===== src/logic/wdw_pkg.sv =====
// package of the window watchdog for channels 5 and 6: offsets, fields, resets
// assumes an 8-bit register port and 12-bit conversion results
package wdw_pkg;
  // ----------------------------------------
  // widths
  // ----------------------------------------
  localparam int RES_W = 12;
  localparam int CH_W = 3;
  // ----------------------------------------
  // register offsets
  // ----------------------------------------
  localparam logic [7:0] CH5_UPPER_LIMIT_LSB_AND_DEADBAND = 8'h34;
  localparam logic [7:0] CH5_UPPER_LIMIT_MSB = 8'h35;
  localparam logic [7:0] CH5_LOWER_LIMIT_LSB_AND_TRIP_COUNT = 8'h36;
  localparam logic [7:0] CH5_LOWER_LIMIT_MSB = 8'h37;
  localparam logic [7:0] CH6_UPPER_LIMIT_LSB_AND_DEADBAND = 8'h38;
  localparam logic [7:0] CH6_UPPER_LIMIT_MSB = 8'h39;
  localparam logic [7:0] CH6_LOWER_LIMIT_LSB_AND_TRIP_COUNT = 8'h3a;
  localparam logic [7:0] CH6_LOWER_LIMIT_MSB = 8'h3b;
  // ----------------------------------------
  // field positions
  // ----------------------------------------
  localparam int NIB_HI_LSB = 4;
  localparam int NIB_LO_LSB = 0;
  localparam int DEADBAND_SHIFT = 3;
  // ----------------------------------------
  // reset values
  // ----------------------------------------
  localparam logic [7:0] UPPER_MSB_RST = 8'hff;
  localparam logic [7:0] UPPER_LSB_DEADBAND_RST = 8'hf0;
  localparam logic [7:0] LOWER_LSB_TRIP_RST = 8'h00;
  localparam logic [7:0] LOWER_MSB_RST = 8'h00;
endpackage


===== src/logic/wdw_sample_if.sv =====
// carrier of conversion results from the top to each channel comparator
// assumes one result per valid cycle, tagged with its channel number
`timescale 1ns/1ns
interface wdw_sample_if;
  logic valid;
  logic [2:0] ch;
  logic [11:0] result;
  modport src (output valid, ch, result);
  modport snk (input valid, ch, result);
endinterface


===== src/logic/wdw_channel.sv =====
// one channel of the window comparator with deadband and trip counter
// assumes sample bus and settings synchronous to sys_clk_i
`timescale 1ns/1ns
module wdw_channel
  import wdw_pkg::*;
#(
  parameter logic [2:0] CH_NUM = 3'h5
) (
  // clock and reset
  input wire logic sys_clk_i,
  input wire logic nrst_i,
  // samples
  wdw_sample_if.snk smp,
  // settings
  input wire logic [7:0] upper_msb_i,
  input wire logic [3:0] upper_nib_i,
  input wire logic [7:0] lower_msb_i,
  input wire logic [3:0] lower_nib_i,
  input wire logic [3:0] deadband_i,
  input wire logic [3:0] trip_count_i,
  // alert
  input wire logic alert_clr_i,
  output logic alert_o
);
  logic [12:0] upper;
  logic [12:0] lower;
  logic [12:0] res;
  logic [12:0] band;
  logic mine;
  logic above;
  logic below;
  logic outside;
  logic [3:0] run;
  logic trip;

  // ----------------------------------------
  // window bounds
  // ----------------------------------------
  assign upper = {1'b0, upper_msb_i, upper_nib_i};
  assign lower = {1'b0, lower_msb_i, lower_nib_i};
  assign band = {6'h00, deadband_i, 3'b000};
  assign res = {1'b0, smp.result};
  assign mine = smp.valid && (smp.ch == CH_NUM);
  // deadband pulls both bounds inward once the alert stands
  assign above = alert_o ? (res + band > upper) : (res > upper);
  assign below = alert_o ? (res < lower + band) : (res < lower);
  assign outside = above || below;
  assign trip = mine && outside && (run >= trip_count_i);

  // ----------------------------------------
  // consecutive count
  // ----------------------------------------
  always_ff @(posedge sys_clk_i) begin
    if (!nrst_i) begin
      run <= 4'h0;
    end else if (mine) begin
      if (!outside) begin
        run <= 4'h0;
      end else if (run < trip_count_i) begin
        run <= run + 4'h1;
      end
    end
  end

  // ----------------------------------------
  // alert flag, set wins over clear
  // ----------------------------------------
  always_ff @(posedge sys_clk_i) begin
    if (!nrst_i) begin
      alert_o <= 1'b0;
    end else if (trip) begin
      alert_o <= 1'b1;
    end else if (alert_clr_i) begin
      alert_o <= 1'b0;
    end
  end
endmodule


===== src/logic/wdw_top.sv =====
// window watchdog for channels 5 and 6 with its threshold registers
// assumes the serial host port delivers decoded byte reads and writes
`timescale 1ns/1ns
module wdw_top
  import wdw_pkg::*;
(
  // clock and reset
  input wire logic sys_clk_i,
  input wire logic nrst_i,
  // register port
  input wire logic [7:0] reg_addr_i,
  input wire logic reg_wr_i,
  input wire logic [7:0] reg_wdata_i,
  input wire logic reg_rd_i,
  output logic [7:0] reg_rdata_o,
  // conversion results
  input wire logic res_valid_i,
  input wire logic [2:0] res_ch_i,
  input wire logic [11:0] res_data_i,
  // alerts, index 0 is channel 5
  input wire logic [1:0] alert_clr_i,
  output logic [1:0] alert_o
);
  logic [7:0] upper_lsb_deadband [2];
  logic [7:0] upper_msb [2];
  logic [7:0] lower_lsb_trip [2];
  logic [7:0] lower_msb [2];
  logic [7:0] next_rdata;

  wdw_sample_if smp ();

  assign smp.valid = res_valid_i;
  assign smp.ch = res_ch_i;
  assign smp.result = res_data_i;

  function automatic logic [7:0] base_of(input int k);
    return (k == 0) ? CH5_UPPER_LIMIT_LSB_AND_DEADBAND : CH6_UPPER_LIMIT_LSB_AND_DEADBAND;
  endfunction

  // ----------------------------------------
  // per channel registers and comparators
  // ----------------------------------------
  for (genvar k = 0; k < 2; k++) begin : g_ch
    always_ff @(posedge sys_clk_i) begin
      if (!nrst_i) begin
        upper_lsb_deadband[k] <= UPPER_LSB_DEADBAND_RST;
        upper_msb[k] <= UPPER_MSB_RST;
        lower_lsb_trip[k] <= LOWER_LSB_TRIP_RST;
        lower_msb[k] <= LOWER_MSB_RST;
      end else if (reg_wr_i) begin
        if (reg_addr_i == base_of(k)) begin
          upper_lsb_deadband[k] <= reg_wdata_i;
        end
        if (reg_addr_i == base_of(k) + 8'h01) begin
          upper_msb[k] <= reg_wdata_i;
        end
        if (reg_addr_i == base_of(k) + 8'h02) begin
          lower_lsb_trip[k] <= reg_wdata_i;
        end
        if (reg_addr_i == base_of(k) + 8'h03) begin
          lower_msb[k] <= reg_wdata_i;
        end
      end
    end

    wdw_channel #(
      .CH_NUM((k == 0) ? 3'h5 : 3'h6)
    ) u_ch (
      .sys_clk_i(sys_clk_i),
      .nrst_i(nrst_i),
      .smp(smp.snk),
      .upper_msb_i(upper_msb[k]),
      .upper_nib_i(upper_lsb_deadband[k][NIB_HI_LSB +: 4]),
      .lower_msb_i(lower_msb[k]),
      .lower_nib_i(lower_lsb_trip[k][NIB_HI_LSB +: 4]),
      .deadband_i(upper_lsb_deadband[k][NIB_LO_LSB +: 4]),
      .trip_count_i(lower_lsb_trip[k][NIB_LO_LSB +: 4]),
      .alert_clr_i(alert_clr_i[k]),
      .alert_o(alert_o[k])
    );
  end

  // ----------------------------------------
  // read back, unmapped reads zero
  // ----------------------------------------
  always_comb begin
    case (reg_addr_i)
      CH5_UPPER_LIMIT_LSB_AND_DEADBAND: next_rdata = upper_lsb_deadband[0];
      CH5_UPPER_LIMIT_MSB: next_rdata = upper_msb[0];
      CH5_LOWER_LIMIT_LSB_AND_TRIP_COUNT: next_rdata = lower_lsb_trip[0];
      CH5_LOWER_LIMIT_MSB: next_rdata = lower_msb[0];
      CH6_UPPER_LIMIT_LSB_AND_DEADBAND: next_rdata = upper_lsb_deadband[1];
      CH6_UPPER_LIMIT_MSB: next_rdata = upper_msb[1];
      CH6_LOWER_LIMIT_LSB_AND_TRIP_COUNT: next_rdata = lower_lsb_trip[1];
      CH6_LOWER_LIMIT_MSB: next_rdata = lower_msb[1];
      default: next_rdata = 8'h00;
    endcase
  end

  always_ff @(posedge sys_clk_i) begin
    if (!nrst_i) begin
      reg_rdata_o <= 8'h00;
    end else if (reg_rd_i) begin
      reg_rdata_o <= next_rdata;
    end
  end
endmodule


===== config.mk =====
export PLATFORM = sky130hd
export DESIGN_NAME = wdw_top
export DESIGN_NICKNAME = d
export VERILOG_FILES = /design/src/logic/wdw_pkg.sv /design/src/logic/wdw_sample_if.sv /design/src/logic/wdw_channel.sv /design/src/logic/wdw_top.sv
export SDC_FILE = /design/constraint.sdc
export NUM_CORES = 1
export LEC_CHECK = 0
export ABC_AREA = 1
export BUFFER_PORTS_ARGS = -buffer_cell sky130_fd_sc_hd__buf_2
export CORE_MARGIN = 4
export CORE_UTILIZATION = 40
export DETAILED_ROUTE_END_ITERATION = 8
export HOLD_SLACK_MARGIN = 0.08
export REMOVE_ABC_BUFFERS = 1
export SLEW_MARGIN = 20
export SYNTH_ARGS = -nofsm -noshare
export SYNTH_HDL_FRONTEND = slang
export SYNTH_SLANG_ARGS = --single-unit

===== constraint.sdc =====
create_clock -name sys_clk_i -period 8.91 [get_ports sys_clk_i]
set_input_delay 1.782 -clock sys_clk_i [delete_from_list [all_inputs] [get_ports sys_clk_i]]
set_output_delay 1.782 -clock sys_clk_i [all_outputs]
set_load 0.05 [all_outputs]

==> results by group, run 1 <==
Setup path
  • Setup CP Type: input port to flop
  • FF-to-FF setup slack: approximately 5.6 ns
  • Worst setup SP type: input port
  • Worst Reg-to-Reg Cells: 18
  • Critical path peak fanout: 8
  • R2R Path Start: upper_lsb_deadband[1][0]
  • Worst EP arrival: roughly 4.5 ns
  • Required @ worst endpoint: 9.15 ns
  • Reg-to-reg endpoint: g_ch[1].u_ch.run[1]
  • Crit path capture type: flop

Synth
  • Synth area leader: edfxtp_1
  • Synth cell types: 41
  • Mapped Cells: 933
  • Post-synth EDFFs: 64
  • Sequential share of the synthesized area: 32.1%
  • Async SR Flop Fraction: 0%
  • Commonest cells post-synth: nand2_1 (253), inv_1 (134), ha_1 (108)
  • Top cells by area, synth: edfxtp_1 (27%), ha_1 (19%), nand2_1 (13%)
  • Synth top area share: about 27%
  • Most used DFF post-synth: edfxtp_1
  • Most common cell in the netlist: nand2_1
  • Syn Area/Cell: between 7 and 8 sq um
  • Ys Warns: 0
  • Synthesized cell area: 7110 sq um
  • Synth Register Bits: 82

Final layout
  • Multi-input gate area: 4270 sq um
  • Fill count: roughly 1800
  • Finished Layout Cells: 1214
  • Layout Area Growth over Synthesis: 11.1%
  • Fraction of layout cells with a size suffix above 1: 9.00%
  • Sequential cell area: around 2300 sq um
  • # diodes: 0
  • NumNets Final: approximately 1100

Clock tree
  • Reg clk slew, reported paths: 0.06 ns
  • H-tree depth: 3
  • Clk_lat worst skew: 0.34 ns
  • CTS sink cnt: 82
  • Post-CTS sizing: 0
  • Clock buffer count from CTS: 9
  • Clock Root Buffer: clkbuf_16
  • CTS tree: built
  • Max clock buf depth: 2
  • # hold bufs at CTS: 0
  • Post-CTS Setup Inserts: 0

Outcome
  • Outcome: finished, final reports clean

Power
  • LEAKAGE: 3.88 nW
  • Power Density: between 100 and 150 nW/um^2
  • Max VDD drop: 0.0000996 V

STA
  • Final Hold Fails: 0
  • Skew final: 0.00825 ns
  • Final setup viols: 0
  • Final Max Tran Viols: 0
  • Slew HR: 31.4%
  • F_max: between 0.2 and 0.25 GHz
  • RSZ-0062 raised after global routing: false
  • Setup TNS: 0 ns
  • Final setup margin: 4.64 ns
  • Worst Tran Pin Value: 1.02 ns
  • Fin crit share: 47.9%
  • Final min period: 4.27 ns

Route
  • Vias per std cell: between 5 and 6
  • Via count: 6183
  • Drt drc: 0
  • Final WL: 20.2 mm
  • Final ANT Viol Nets: 0
  • Initial drt markers: 550
  • Avg WL per Cell: 16.6 um
  • Initial DRT Pass Iterations: 5

Placement
  • GPL Wtd Cong: 0.876
  • Cells after DPL: between 1000 and 1500
  • IO Port Bufs: 47
  • Hpwl dp: ~16 mm
  • Setup WS pre-CTS: 4.31 ns

Run
  • Total of max-cap violations: 0

GRT
  • Grt total ovfl: 0
  • Largest net degree at the start of global routing: 22
  • GRT Total Usage: 20.8%
  • Initial antenna violation count: 0
  • First-pass GRT wire length: 31.8 mm
  • Vias in the first global route: 5766

Die
  • Site row count: 48
  • DIE AREA: 20000 sq um
  • Initial Util: between 40% and 50%
  • I/O Pins: 48
  • Die height: 141 um
  • Total core area: 17400 sq um
  • Chip width: 141 um

Min path
  • Hold Crit Start: reg_rdata_o[2]
  • Worst hold endpoint: reg_rdata_o[2]
  • Min-Delay Path Class: flop to flop
  • Hold Crit Depth: 2
## logic make-up (layout without fill, tap and decap cells)
group                    count (synthesis)  in the layout  share of synthesized area (%)
XOR/XNOR                                31             31                           3.82
flip-flops                              82             82                           32.1
adder cells (fa/ha/maj)                112            112                           20.1
AO/OA/AOI/OAI                          117            117                           9.26
AND/OR/NAND/NOR                        445            445                           26.8
buffers and inverters                  146            202                           7.92
## cells in the final DEF (no fill, tap or decap), types with 2 or more instances in the layout
cell	n
a211oi_1	2
a21o_1	2
a21oi_1	54
a21oi_2	2
a31oi_1	3
and2_1	2
buf_2	47
bufinv_16	2
clkbuf_1	2
clkbuf_16	9
clkinvlp_4	2
dfxtp_1	18
edfxtp_1	64
fa_1	4
ha_1	108
inv_1	134
inv_2	4
nand2_1	253
nand2_2	3
nand3_1	47
nand3_2	2
nand3_4	3
nand4_1	8
nand4_2	2
nor2_1	106
nor2_2	3
nor3_1	6
nor3_2	4
o21a_1	3
o21ai_0	13
o21ai_1	9
o21bai_1	3
o22ai_1	24
or2_2	2
xnor2_1	3
xor2_1	28
## stage by stage
step                      power (mW)  utilization (%)  instance area [sq um]  hold slack [ns]
after floorplan                0.618                -                   7070            0.500
after global placement         0.694             43.7                   7590            0.460
after detailed placement       0.698             43.7                   7590            0.458
after CTS                       1.09             45.5                   7900            0.467
after global routing            1.15             45.5                   7900            0.501
final                           1.09             45.5                   7900            0.464
## worst max-delay path, stage by stage
cell and delay, ns:
buf_2 0.18, ha_1 0.39, nand2_1 0.09, nand2_1 0.06, nand2_1 0.06, nand2_1 0.06
a21oi_1 0.20, nor2_1 0.08, xor2_1 0.15, ha_1 0.31, nand2_1 0.05, nor2_1 0.12
nand2_1 0.07, nor2_1 0.10, nand3_1 0.07, nand2_1 0.06, inv_1 0.03, nand2_1 0.08
nand3_2 0.17, nand2_2 0.18, nand2_1 0.06, nor2_1 0.08, nor2_1 0.05
## worst max-delay path by stage
stage	from	end	slack, ns	depth (start not counted)
after floorplan	res_data_i[5]	g_ch[0].u_ch.run[0]	4.83	22
after global placement	res_data_i[3]	g_ch[0].u_ch.run[0]	4.36	20
after detailed placement	res_data_i[5]	g_ch[0].u_ch.run[2]	4.31	23
after CTS	res_data_i[5]	g_ch[0].u_ch.run[0]	4.67	23
after global routing	res_data_i[5]	g_ch[0].u_ch.run[2]	4.39	23
final	res_data_i[5]	g_ch[0].u_ch.run[0]	4.64	23
## registers in the layout (all words and copies together), names as in the netlist
signal              flops
lower_lsb_trip         16
upper_lsb_deadband     16
g_ch.u_ch.alert_o       2
reg_rdata_o             8
lower_msb              16
upper_msb              16
g_ch.u_ch.run           8
## where the power goes
group / switching, mW / internal, mW
Clock: 0.150 / 0.245
Combinational: 0.160 / 0.0899
Sequential: 0.0124 / 0.428
## routing by layer
layer,track usage (%),share of wire (%),vias to the layer above
met4,5.92,1.9,0
met1,30.8,49,2795
met3,3.10,5.6,30
met5,0,0,-
met2,31.6,43,169
li1,-,-,3189
## area by class of cell
type	instances	share of cell area, %
tap	225	3.56
sequential	82	28.9
inverter	138	6.55
multi-input combinational	705	54.0
timing repair buffer	48	3.07
clock inverter	5	1.01
clock buffer	11	2.94
Note: power is estimated with default switching activity, not from simulation.
==> run 2, diff against run 1 <==
--- a/config.mk
+++ b/config.mk
@@ -5,7 +5,7 @@
 export SDC_FILE = /design/constraint.sdc
 export NUM_CORES = 1
 export LEC_CHECK = 0
-export ABC_AREA = 1
+export ABC_AREA = 0
 export BUFFER_PORTS_ARGS = -buffer_cell sky130_fd_sc_hd__buf_2
 export CORE_MARGIN = 4
 export CORE_UTILIZATION = 40
==> constraint.sdc (replaced) <==
create_clock -name sys_clk_i -period 4.2 [get_ports sys_clk_i]
set_input_delay 0.84 -clock sys_clk_i [delete_from_list [all_inputs] [get_ports sys_clk_i]]
set_output_delay 0.84 -clock sys_clk_i [all_outputs]
set_load 0.05 [all_outputs]
==> run 2 against run 1 <==
  * Clock power up 95%
  * Largest cell class unchanged
  * Core utilization rose by 0.31 points
  * Critical path depth fell by 8
  * Sequential cell count did not move
  * Die area decreased by 3.0%
  * Sequential share of layout area is 0.93 points higher
  * Final area is 3.1% lower
==> results by group, run 2 <==
Outcome
  • Outcome: finished, final reports clean (unchanged)

Setup path
  • Buf/Inv on CP: 1 (was 2)
  • Required @ worst endpoint: 4.42 ns (was 9.15 ns)
  • Cell depth of the worst setup path: 15 (was 23)
  • CP max stage delay: 0.42 ns (was 0.39 ns)
  • Critical path peak fanout: 6 (was 8)
  • Family with the most delay on the worst path: compound AO/OA/AOI/OAI gates (was simple AND/OR/NAND/NOR gates)
  • FF-to-FF setup slack: 0.49 ns (was 5.63 ns)
  • Critical path's slowest cell: fa_1 (was ha_1)
  • Cell chain of the critical path: buf_2 -> ha_1 -> fa_1 -> a21o_1 -> a21oi_1 -> nor2_1 -> xor2_1 -> ha_1 -> and3_4 -> a221oi_2 -> nor4b_2 -> o221a_2 -> o22ai_4 -> o2111ai_2 -> o221ai_2 (was buf_2 -> ha_1 -> nand2_1 -> nand2_1 -> nand2_1 -> nand2_1 -> a21oi_1 -> nor2_1 -> xor2_1 -> ha_1 -> nand2_1 -> nor2_1 -> nand2_1 -> nor2_1 -> nand3_1 -> nand2_1 -> inv_1 -> nand2_1 -> nand3_2 -> nand2_2 -> nand2_1 -> nor2_1 -> nor2_1)
  • R2R Path Start: upper_lsb_deadband[1][0] (unchanged)
  • Worst EP arrival: 4.00 ns (was 4.50 ns)
  • Worst Reg-to-Reg Cells: 14 (was 18)
  • Worst setup SP type: input port (unchanged)
  • Reg-to-reg endpoint: g_ch[1].u_ch.run[3] (was g_ch[1].u_ch.run[1])
  • Worst Setup SP: res_data_i[3] (was res_data_i[5])
  • Setup CP Type: input port to flop (unchanged)
  • Crit path capture type: flop (unchanged)
  • Most frequent cell on the critical path: ha_1 (was nand2_1)

Clock tree
  • Post-CTS Setup Inserts: 0 (unchanged)
  • Post-CTS sizing: 0 (unchanged)
  • H-tree depth: 3 (unchanged)
  • Clk_lat worst skew: 0.35 ns (was 0.34 ns)
  • CTS tree: built (unchanged)
  • CTS sink cnt: 82 (unchanged)
  • Max clock buf depth: 2 (unchanged)
  • Reg clk slew, reported paths: 0.07 ns (was 0.06 ns)
  • Clock Root Buffer: clkbuf_16 (unchanged)
  • Clock buffer count from CTS: 9 (unchanged)
  • # hold bufs at CTS: 0 (unchanged)

Power
  • Clock power share: 35.2% (was 36.4%)
  • Switch share: 30.3% (was 29.7%)
  • Seq pwr share: 43.5% (was 40.6%)
  • LEAKAGE: 3.33 nW (was 3.88 nW)
  • Max VDD drop: 0.000178 V (was 0.0000996 V)
  • Sw power: 663 uW (was 322 uW)
  • Comb power frac: 21.2% (was 23.0%)
  • Internal: 1.52 mW (was 763 uW)
  • Power Density: 285 nW/um^2 (was 137 nW/um^2)

STA
  • Skew final: 0.0104 ns (was 0.00825 ns)
  • Worst Tran Pin Value: 0.726 ns (was 1.02 ns)
  • Final setup viols: 0 (unchanged)
  • F_max: 0.265 GHz
  • RSZ-0062 raised after global routing: false (unchanged)
  • Final Max Tran Viols: 0 (unchanged)
  • Fin crit share: 89.9%
  • Final min period: between 3 and 4 ns
  • Setup TNS: 0 ns (unchanged)
  • Slew HR: 51.6% (was 31.4%)
  • Final Hold Fails: 0 (unchanged)

Synth
  • Syn Area/Cell: 9.76 sq um (was 7.62 sq um)
  • Synth area leader: edfxtp_1 (unchanged)
  • Top cells by area, synth: edfxtp_1 (28%), ha_1 (20%), dfxtp_1 (5.2%) (was edfxtp_1 (27%), ha_1 (19%), nand2_1 (13%))
  • Most common cell in the netlist: ha_1 (was nand2_1)
  • Synth top area share: 27.9% (was 27.0%)
  • Sequential share of the synthesized area: 33.2% (was 32.1%)
  • Commonest cells post-synth: ha_1 (108), edfxtp_1 (64), inv_1 (64) (was nand2_1 (253), inv_1 (134), ha_1 (108))
  • Async SR Flop Fraction: 0% (unchanged)
  • Synth Register Bits: 82 (unchanged)
  • Most used DFF post-synth: edfxtp_1 (unchanged)
  • Synthesized cell area: 6880 sq um (was 7110 sq um)
  • Ys Warns: 0 (unchanged)
  • Mapped Cells: 705 (was 933)
  • Post-synth EDFFs: 64 (unchanged)
  • Synth cell types: 65 (was 41)

Route
  • Initial DRT Pass Iterations: 7 (was 5)
  • Avg WL per Cell: 20.6 um (was 16.6 um)
  • Initial drt markers: 471 (was 550)
  • Final ANT Viol Nets: 0 (unchanged)
  • Drt drc: 0 (unchanged)
  • Final WL: 20.2 mm (about the same)
  • Via count: 5657 (was 6183)
  • Vias per std cell: 5.77 (was 5.09)

Placement
  • Hpwl dp: 15.9 mm (was 16.1 mm)
  • Cells after DPL: 965 (was 1198)
  • GPL Wtd Cong: 0.912 (was 0.876)
  • IO Port Bufs: 47 (unchanged)
  • Placed cell areas: 7370 sq um (was 7590 sq um)

GRT
  • Largest net degree at the start of global routing: 42 (was 22)
  • GRT Total Usage: 21.1% (was 20.8%)
  • Vias in the first global route: 5678 (was 5766)
  • Grt total ovfl: 0 (unchanged)
  • Initial antenna violation count: 0 (unchanged)
  • First-pass GRT wire length: 31.9 mm (was 31.8 mm)

Final layout
  • NumNets Final: 906 (was 1134)
  • Finished Core Util: 45.8% (was 45.5%)
  • Fraction of layout cells with a size suffix above 1: 12.0% (was 9.00%)
  • Sequential cell area: 2280 sq um (unchanged)
  • Fill count: 1618 (was 1753)
  • # diodes: 0 (unchanged)
  • Multi-input gate area: 4310 sq um (was 4270 sq um)
  • Leading cell types in the layout, fill and taps excluded: ha_1 (108), inv_1 (64), edfxtp_1 (64), buf_2 (47), nand2_1 (45) (was nand2_1 (253), inv_1 (134), ha_1 (108), nor2_1 (106), edfxtp_1 (64))
  • Layout Area Growth over Synthesis: 11.3% (was 11.1%)
  • Final instance area: 7660 sq um (was 7900 sq um)
  • Commonest non-fill, non-tap cell in the layout: ha_1 (was nand2_1)
  • Finished Layout Cells: 981 (was 1214)

Die
  • I/O Pins: 48 (unchanged)
  • Die height: 139 um (was 141 um)
  • Chip width: 139 um (was 141 um)
  • Initial Util: 41.2% (was 41.0%)
  • Site row count: 47 (was 48)
  • DIE AREA: 19400 sq um (was 20000 sq um)
  • Total core area: 16700 sq um (was 17400 sq um)

Run
  • Total of max-cap violations: 0 (unchanged)

Min path
  • Hold Crit Depth: 2 (unchanged)
  • Worst hold endpoint: g_ch[0].u_ch.run[3] (was reg_rdata_o[2])
  • Min-Delay Path Class: flop to flop (unchanged)
  • Hold Crit Start: g_ch[0].u_ch.run[3] (was reg_rdata_o[2])
[run 2: cell count changes after synthesis, moves of 13 or more]
cell | previous run | this run
nand2_1 | 253 | 45
nor2_1 | 106 | 21
inv_1 | 134 | 64
and2_1 | 2 | 40
nand2b_1 | 0 | 33
nand3_1 | 47 | 14
a22oi_1 | 0 | 20
o22ai_1 | 24 | 4
nor2b_1 | 0 | 16
xor2_1 | 28 | 12
and3_1 | 0 | 15
a21o_1 | 2 | 16
a21oi_1 | 54 | 41
xnor2_1 | 3 | 16
[run 2: worst max-delay path by stage]
| stage | end |
|---|---|
| after floorplan | g_ch[1].u_ch.run[3] |
| after global placement | g_ch[1].u_ch.run[3] |
| after detailed placement | g_ch[1].u_ch.run[3] |
| after CTS | g_ch[1].u_ch.run[3] |
| after global routing | g_ch[1].u_ch.run[3] |
| final | g_ch[1].u_ch.run[3] |
[run 2: cells by family (layout without fill, tap and decap cells)]
logic type / after synthesis / after routing / synth area share (%)
AND/OR/NAND/NOR: 230 / 230 / 20.1
AO/OA/AOI/OAI: 178 / 178 / 18.0
adder cells (fa/ha/maj): 112 / 112 / 20.8
flip-flops: 82 / 82 / 33.2
buffers and inverters: 74 / 130 / 4.15
XOR/XNOR: 28 / 28 / 3.56
multiplexers: 1 / 1 / 0.218
[run 2: area by class of cell]
cell class,count,share of cell area (%)
Clock buffer,10,3.12
Clock inverter,6,0.621
Inverter,64,3.14
Multi-Input combinational cell,549,56.3
Sequential cell,82,29.8
Tap cell,220,3.60
Timing Repair Buffer,50,3.37
[run 2: tightest hold or removal path, stage by stage, from the launching register on]
cell	delay (ns)
dfxtp_1	0.33
nand2_1	0.06
a21boi_1	0.05
[run 2: routing by layer]
| layer | part of all wire, % | vias up | track usage [%] |
|---|---|---|---|
| met2 | 45 | 184 | 33.5 |
| met5 | 0 | - | 0 |
| met1 | 47 | 2724 | 30.0 |
| met4 | 3.0 | 0 | 7.05 |
| met3 | 4.7 | 35 | 2.59 |
| li1 | - | 2714 | - |
[run 2: power groups by stage]
stage | Combinational (mW) | Clock [mW] | Sequential (mW)
2_1_floorplan | 0.313 | 0 | 0.942
3_3_place_gp | 0.442 | 0 | 0.967
3_5_place_dp | 0.461 | 0 | 0.967
4_1_cts | 0.464 | 0.781 | 0.949
5_1_grt | 0.528 | 0.822 | 0.952
6_report | 0.464 | 0.770 | 0.951
[run 2: per-stage QoR]
stage | power [mW] | hold WS, ns | worst slack [ns]
floorplan | 1.25 | 0.448 | 0.468
global placement | 1.41 | 0.474 | 0.169
detailed placement | 1.43 | 0.485 | 0.0824
CTS | 2.19 | 0.498 | 0.441
global route | 2.30 | 0.516 | 0.245
finish | 2.18 | 0.498 | 0.424
